===== src/shared/mode_arbiter_defines.svh =====
// constants of the mode access channel arbiter
`ifndef MODE_ARBITER_DEFINES_SVH
`define MODE_ARBITER_DEFINES_SVH
`define LOCK_WIDTH        16
`define LOCK_RESET        16'h0000
`define LOCK_FIELDBUS     16'h0001
`define POS_WIDTH         32
`define POS_RESET         32'h0000_0000
`define CHANNEL_LOCAL     2'h0
`define CHANNEL_FIELDBUS  2'h1
`define CHANNEL_IO        2'h2
`define MODE_ONEHOT_RESET 7'h00
`endif


===== src/shared/mode_arbiter_pkg.sv =====
// types of the mode access channel arbiter
package mode_arbiter_pkg;
    // requesting channel
    typedef enum logic [1:0] {
        chan_local    = 2'h0,
        chan_fieldbus = 2'h1,
        chan_io       = 2'h2
    } channel_type;

    // requested mode, index into the one-hot active mode vector except mode_utility
    typedef enum logic [2:0] {
        mode_manual   = 3'h0,
        mode_speed    = 3'h1,
        mode_ptp      = 3'h2,
        mode_gear     = 3'h3,
        mode_ref      = 3'h4,
        mode_setup    = 3'h5,
        mode_utility  = 3'h6
    } mode_type;

    // arbiter state
    typedef struct packed {
        logic [15:0] channel_access_lock;
        logic [31:0] absolute_target_position;
        logic [6:0]  active_mode;
        logic        owner_valid;
        channel_type owner;
        logic        grant;
        logic        refuse;
        logic        stop;
        logic        utility_active;
    } state_type;
endpackage


===== src/hdl/mode_access_channel_arbiter.sv =====
// mode access channel arbiter: permissions, ownership, lock and stop handling
//
// Overview of operation
// - Manual comes from any channel, POINT_TO_POINT_MODE/speed/gear/referencing from local or fieldbus, setup from local only.
// - Five operating modes and the setup mode are held one-hot so at most one mode is active at once; the utility mode sets utility_active instead.
// - Electronic gear mode is refused unless the expansion slot one module is present.
// - After a channel sets a mode, other channels are blocked until its active commands finish.
// - A stop request from any channel is always accepted and acted on.
// - The 16-bit lock resets to 0; 0 lets local units or fieldbus set modes, 1 only the fieldbus.
// - Local channels return when the fieldbus clears the lock or fieldbus operation is lost.
// - The requester is tracked as local serial, fieldbus or discrete I/O channel.
// - The data-collection utility exists from power-up and stays idle until the local tool starts it.
`timescale 1ns/10ps
`include "mode_arbiter_defines.svh"

module mode_access_channel_arbiter
(
    input  wire logic        clk_sys,
    input  wire logic        rst_n,
    input  wire logic        mode_req_valid,
    input  wire logic [1:0]  mode_req_channel,
    input  wire logic [2:0]  mode_req_mode,
    input  wire logic [2:0]  channel_busy,
    input  wire logic [2:0]  stop_req,
    input  wire logic        expansion_slot_one_present,
    input  wire logic        fieldbus_alive,
    input  wire logic        utility_start,
    input  wire logic        lock_wr_en,
    input  wire logic [15:0] lock_wr_data,
    input  wire logic        pos_wr_en,
    input  wire logic [31:0] pos_wr_data,
    output logic             mode_grant,
    output logic             mode_refuse,
    output logic             stop_active,
    output logic [6:0]       active_mode,
    output logic             owner_valid,
    output logic [1:0]       owner_channel,
    output logic [15:0]      channel_access_lock,
    output logic [31:0]      absolute_target_position,
    output logic             utility_active
);

    //--------------------------------------------------------------
    // input synchronisers for pin-level inputs
    //--------------------------------------------------------------
    logic [2:0] stop_meta_reg;
    logic [2:0] stop_sync_reg;
    logic       slot_meta_reg;
    logic       slot_sync_reg;
    logic       alive_meta_reg;
    logic       alive_sync_reg;

    // two flops before any logic reads stop, slot presence and link health
    always_ff @(posedge clk_sys or negedge rst_n)
    begin
        if (!rst_n)
        begin
            stop_meta_reg  <= 3'h0;
            stop_sync_reg  <= 3'h0;
            slot_meta_reg  <= 1'h0;
            slot_sync_reg  <= 1'h0;
            alive_meta_reg <= 1'h0;
            alive_sync_reg <= 1'h0;
        end
        else
        begin
            stop_meta_reg  <= stop_req;
            stop_sync_reg  <= stop_meta_reg;
            slot_meta_reg  <= expansion_slot_one_present;
            slot_sync_reg  <= slot_meta_reg;
            alive_meta_reg <= fieldbus_alive;
            alive_sync_reg <= alive_meta_reg;
        end
    end

    //--------------------------------------------------------------
    // request decode
    //--------------------------------------------------------------
    mode_arbiter_pkg::state_type state_reg;
    mode_arbiter_pkg::state_type state_next;
    logic                        alive_prev_reg;
    logic                        link_lost;
    logic                        permitted;
    logic                        lock_blocks;
    logic                        owner_blocks;
    logic                        owner_idle;
    logic [2:0]                  req_onehot_idx;

    // channel/mode permission table
    always_comb
    begin
        permitted = 1'b0;
        unique case (mode_req_mode)
            mode_arbiter_pkg::mode_manual:
                permitted = (mode_req_channel != 2'h3);
            mode_arbiter_pkg::mode_speed,
            mode_arbiter_pkg::mode_ptp,
            mode_arbiter_pkg::mode_ref:
                permitted = (mode_req_channel == `CHANNEL_LOCAL)
                         || (mode_req_channel == `CHANNEL_FIELDBUS);
            mode_arbiter_pkg::mode_gear:
                permitted = ((mode_req_channel == `CHANNEL_LOCAL)
                         || (mode_req_channel == `CHANNEL_FIELDBUS))
                         && slot_sync_reg;
            mode_arbiter_pkg::mode_setup,
            mode_arbiter_pkg::mode_utility:
                permitted = (mode_req_channel == `CHANNEL_LOCAL);
            default:
                permitted = 1'b0;
        endcase
    end

    // lock restricts non-fieldbus requesters; ownership blocks other channels
    assign link_lost      = alive_prev_reg && !alive_sync_reg;
    assign lock_blocks    = (state_reg.channel_access_lock == `LOCK_FIELDBUS)
                         && (mode_req_channel != `CHANNEL_FIELDBUS);
    assign owner_idle     = !channel_busy[state_reg.owner];
    assign owner_blocks   = state_reg.owner_valid && !owner_idle
                         && (mode_req_channel != state_reg.owner);
    assign req_onehot_idx = mode_req_mode;

    //--------------------------------------------------------------
    // next-state logic
    //--------------------------------------------------------------
    always_comb
    begin
        state_next        = state_reg;
        state_next.grant  = 1'b0;
        state_next.refuse = 1'b0;
        state_next.stop   = |stop_sync_reg;
        if (lock_wr_en)
            state_next.channel_access_lock = lock_wr_data;
        if (link_lost)
            state_next.channel_access_lock = `LOCK_RESET;
        if (pos_wr_en)
            state_next.absolute_target_position = pos_wr_data;
        if (state_reg.owner_valid && owner_idle)
            state_next.owner_valid = 1'b0;
        if (|stop_sync_reg)
        begin
            state_next.active_mode = `MODE_ONEHOT_RESET;
            state_next.owner_valid = 1'b0;
        end
        else if (mode_req_valid)
        begin
            if (permitted && !lock_blocks && !owner_blocks)
            begin
                state_next.grant = 1'b1;
                if (mode_req_mode == mode_arbiter_pkg::mode_utility)
                    state_next.utility_active = 1'b1;
                else
                begin
                    state_next.active_mode = 7'h01 << req_onehot_idx;
                    state_next.owner_valid = 1'b1;
                    state_next.owner = mode_arbiter_pkg::channel_type'(mode_req_channel);
                end
            end
            else
                state_next.refuse = 1'b1;
        end
        if (utility_start)
            state_next.utility_active = 1'b1;
    end

    // state register
    always_ff @(posedge clk_sys or negedge rst_n)
    begin
        if (!rst_n)
        begin
            state_reg.channel_access_lock      <= `LOCK_RESET;
            state_reg.absolute_target_position <= `POS_RESET;
            state_reg.active_mode              <= `MODE_ONEHOT_RESET;
            state_reg.owner_valid              <= 1'b0;
            state_reg.owner                    <= mode_arbiter_pkg::chan_local;
            state_reg.grant                    <= 1'b0;
            state_reg.refuse                   <= 1'b0;
            state_reg.stop                     <= 1'b0;
            state_reg.utility_active           <= 1'b0;
            alive_prev_reg                     <= 1'b0;
        end
        else
        begin
            state_reg      <= state_next;
            alive_prev_reg <= alive_sync_reg;
        end
    end

    //--------------------------------------------------------------
    // outputs
    //--------------------------------------------------------------
    assign mode_grant               = state_reg.grant;
    assign mode_refuse              = state_reg.refuse;
    assign stop_active              = state_reg.stop;
    assign active_mode              = state_reg.active_mode;
    assign owner_valid              = state_reg.owner_valid;
    assign owner_channel            = state_reg.owner;
    assign channel_access_lock      = state_reg.channel_access_lock;
    assign absolute_target_position = state_reg.absolute_target_position;
    assign utility_active           = state_reg.utility_active;

endmodule


===== config.mk =====
export PLATFORM = sky130hd
export DESIGN_NAME = mode_access_channel_arbiter
export DESIGN_NICKNAME = d
export VERILOG_FILES = /design/src/shared/mode_arbiter_pkg.sv /design/src/hdl/mode_access_channel_arbiter.sv
export VERILOG_INCLUDE_DIRS = /design/src /design/src/shared
export SDC_FILE = /design/constraint.sdc
export NUM_CORES = 1
export LEC_CHECK = 0
export ABC_AREA = 1
export BUFFER_PORTS_ARGS = -buffer_cell sky130_fd_sc_hd__buf_2
export CAP_MARGIN = 25
export CORE_MARGIN = 2
export CORE_UTILIZATION = 31
export DETAILED_ROUTE_END_ITERATION = 7
export PLACE_DENSITY = 0.61
export SETUP_SLACK_MARGIN = 0.3
export SLEW_MARGIN = 20
export SYNTH_ARGS = -nofsm -noshare
export SYNTH_HDL_FRONTEND = slang
export SYNTH_SLANG_ARGS = --single-unit

===== constraint.sdc =====
create_clock -name clk_sys -period 1.4 [get_ports clk_sys]
set_input_delay 0.14 -clock clk_sys [delete_from_list [all_inputs] [get_ports clk_sys]]
set_output_delay 0.14 -clock clk_sys [all_outputs]
set_load 0.02 [all_outputs]

==> results_dict.tcl <==
set metrics [dict create \
    maxCapViolCount 0 \
    layout_common_cells "122 x buf_2, 62 x dfrtp_1, 31 x inv_1" \
    postSynthNetCount 346 \
    start_util 0.3202 \
    yosysUniqueCellTypes 26 \
    ys_ff_latch 72 \
    syn_area_per_cell_um2 10.61 \
    gp_congestion 0.8398 \
    cp_max_fo 8 \
    num_vias 2446 \
    total_power_w 0.004987 \
    yosysSeqAreaShare 0.6089 \
    clock_path_buffers 2 \
    overflow 0 \
    top_register "absolute_target_position" \
    avgRoutedWirePerCell_um 12.21 \
    die_h_um 101.7 \
    r2r_cells 9 \
    viasPerCell 4.391 \
    synth_area_mm2 0.002959 \
    drt-met1-wl_mm 2.931 \
    worstSetupPathType "reg2reg" \
    row_count 35 \
    dr_wl_met3_um 497 \
    setup_viol 0 \
    cts-htree-levels 3 \
    yosysWarningCount 0 \
    port_buffers 127 \
    antenna_left 0 \
    hold_depth 3 \
    layout_commonest_cell "buf_2" \
    cts_tree "yes" \
    syn-instance-count 279 \
    clock_sinks 72 \
    timing.hold.ws_ns 0.02116 \
    grt_antenna_before_repair 0 \
    core_mm2 0.009240 \
    firstDrtPassIters 5 \
    top_regs "absolute_target_position (32), channel_access_lock (16), active_mode (6)" \
    area_growth_pct 42.49 \
    max-vdd-ir-drop_mv 0.7532 \
    cts-root-buf "clkbuf_8" \
    slew_violations 0 \
    min_period_over_period 0.9895 \
    fillCellCount 905 \
    die-area_mm2 0.01034 \
    drtIter0Drc 79 \
    fin_nets 490 \
    drive_above_1_share 0.5374 \
    grt_pass1_vias 2498 \
    start_kind "flop" \
    p_leak_nw 2.129 \
    wl_met2_mm 3.270 \
    outcome "finished, final reports clean" \
    totalWireLength_mm 6.802 \
    cp.required_ns 1.68 \
    grt_first_pass_wirelength_mm 11.35 \
    die_w_um 101.7 \
    top_layer "met4" \
    worst_skew_pair.late_latency_ns 0.34 \
    powerDensity_mw_per_mm2 1183 \
    drc 0 \
    hold_viol 0 \
    place_hpwl_mm 4.761 \
    num_antenna_cells 0 \
    max_freq_mhz 721.9 \
    critPathArrivalTime_ns 1.66 \
    end_kind "flop" \
    grt_max_degree 73 \
    largest_reg_flops 32 \
    finalCriticalPeriod_ns 1.385 \
    clock_skew_ns 0.006501 \
    grt_usage 0.1398 \
    hold_path.class "in2reg" \
    cts-buffers-inserted 9 \
    num_io_pins 129 \
    clk_pin_slew_ns 0.08 \
    rsz0062_at_grt "yes" \
]
-- repair_timing --
action                                  CTS  global route
setup buffers                             3             3
endpoints found under the setup margin   30            17
endpoints found under the hold margin    79             0
pin swaps                                 6            14
gates resized for setup                   6            32
hold buffers                              8             0
-- through the flow --
step / std cells / worst slack (ns) / utilization / cell area [um^2] / TNS, ns
3_5_place_dp: 527 / 0.04491 / 0.4084 / 3774 / 0
3_3_place_gp: 527 / 0.05196 / 0.4084 / 3774 / 0
5_1_grt: 557 / -0.1091 / 0.4563 / 4217 / -0.5088
6_report: 557 / 0.01472 / 0.4563 / 4217 / 0
2_1_floorplan: 279 / 0.1457 / - / 2980 / 0
4_1_cts: 554 / 0.05586 / 0.4429 / 4093 / 0
-- cell families (layout without fill, tap and decap cells) --
| logic type | count (synthesis) | count (layout) | share of synthesized area |
|---|---|---|---|
| AOI/OAI and AO/OA | 36 | 36 | 0.06342 |
| and+or+nand+nor | 91 | 91 | 0.1412 |
| buffers and inverters | 47 | 196 | 0.06342 |
| DFF | 72 | 72 | 0.6089 |
| muxes | 32 | 32 | 0.1218 |
| other | 1 | 1 | 0.001267 |
-- area by class of cell --
class                      instances  area [um^2]  share of cell area
clock buffer                      10        127.6             0.03027
clock inverter                     6        67.56             0.01602
inverter                          36        137.6             0.03264
multi-input combinational        160         1069              0.2534
sequential                        72         1814              0.4303
tap                              129        161.4             0.03828
timing repair buffer             144        839.6              0.1991
-- worst max-delay path, cell delays in order (launching register included) --
cell and delay (ns):
dfrtp_2 0.46, nor2_2 0.09, nand2_1 0.08, inv_2 0.06, nor2_2 0.03, nand3_2 0.08, nand3_4 0.09, nor2_4 0.25
nand3_2 0.11, nand2_1 0.07
-- path summary, 6_finish.rpt --
| check | slack (ns) | from | endpoint |
|---|---|---|---|
| worst max register to register | 0.01 | owner_channel[0]$_DFFE_PN0P_ | active_mode[0]$_DFFE_PN0P_ |
| min in group asynchronous | 0.34 | rst_n | absolute_target_position[18]$_DFFE_PN0P_ |
| max in group asynchronous | 0.73 | rst_n | channel_access_lock[11]$_DFFE_PN0P_ |
| worst max-delay path | 0.01 | owner_channel[0]$_DFFE_PN0P_ | active_mode[0]$_DFFE_PN0P_ |
| worst min-delay path | 0.02 | lock_wr_data[8] | channel_access_lock[8]$_DFFE_PN0P_ |
| worst min register to register | 0.35 | slot_meta_reg$_DFF_PN0_ | slot_sync_reg$_DFF_PN0_ |
-- synth_stat cells --
master | n | area [um^2]
a21oi_1 | 16 | 80.08
a21oi_2 | 1 | 8.760
and2_0 | 1 | 6.260
buf_2 | 3 | 15.01
buf_4 | 2 | 15.01
clkbuf_1 | 6 | 22.52
conb_1 | 1 | 3.750
dfrtp_1 | 72 | 1802
inv_1 | 35 | 131.4
inv_2 | 1 | 3.750
mux2_1 | 2 | 22.52
mux2_2 | 30 | 337.8
nand2_1 | 38 | 142.6
nand2_2 | 1 | 6.260
nand3_1 | 16 | 80.08
nand3_2 | 1 | 10.01
nand3_4 | 1 | 17.52
nand4_1 | 1 | 6.260
nor2_1 | 25 | 93.84
nor2_2 | 2 | 12.51
nor2_4 | 2 | 22.52
nor3_1 | 2 | 10.01
nor3_2 | 1 | 10.01
o21ai_0 | 17 | 85.08
o21ai_1 | 1 | 5.000
o21ai_2 | 1 | 8.760
-- per-layer routing --
layer  track usage  vias to the layer above
met2        0.2277                       82
li1              -                     1182
met1        0.1706                     1173
met5             0                        -
met3       0.04348                        9
met4       0.06133                        0
-- power breakdown --
group | switching (W) | internal [W]
clock | 0.000802 | 0.000833
combinational | 0.000562 | 0.000425
sequential | 0.000110 | 0.00226
No activity file was read; power rests on OpenSTA's default activity.
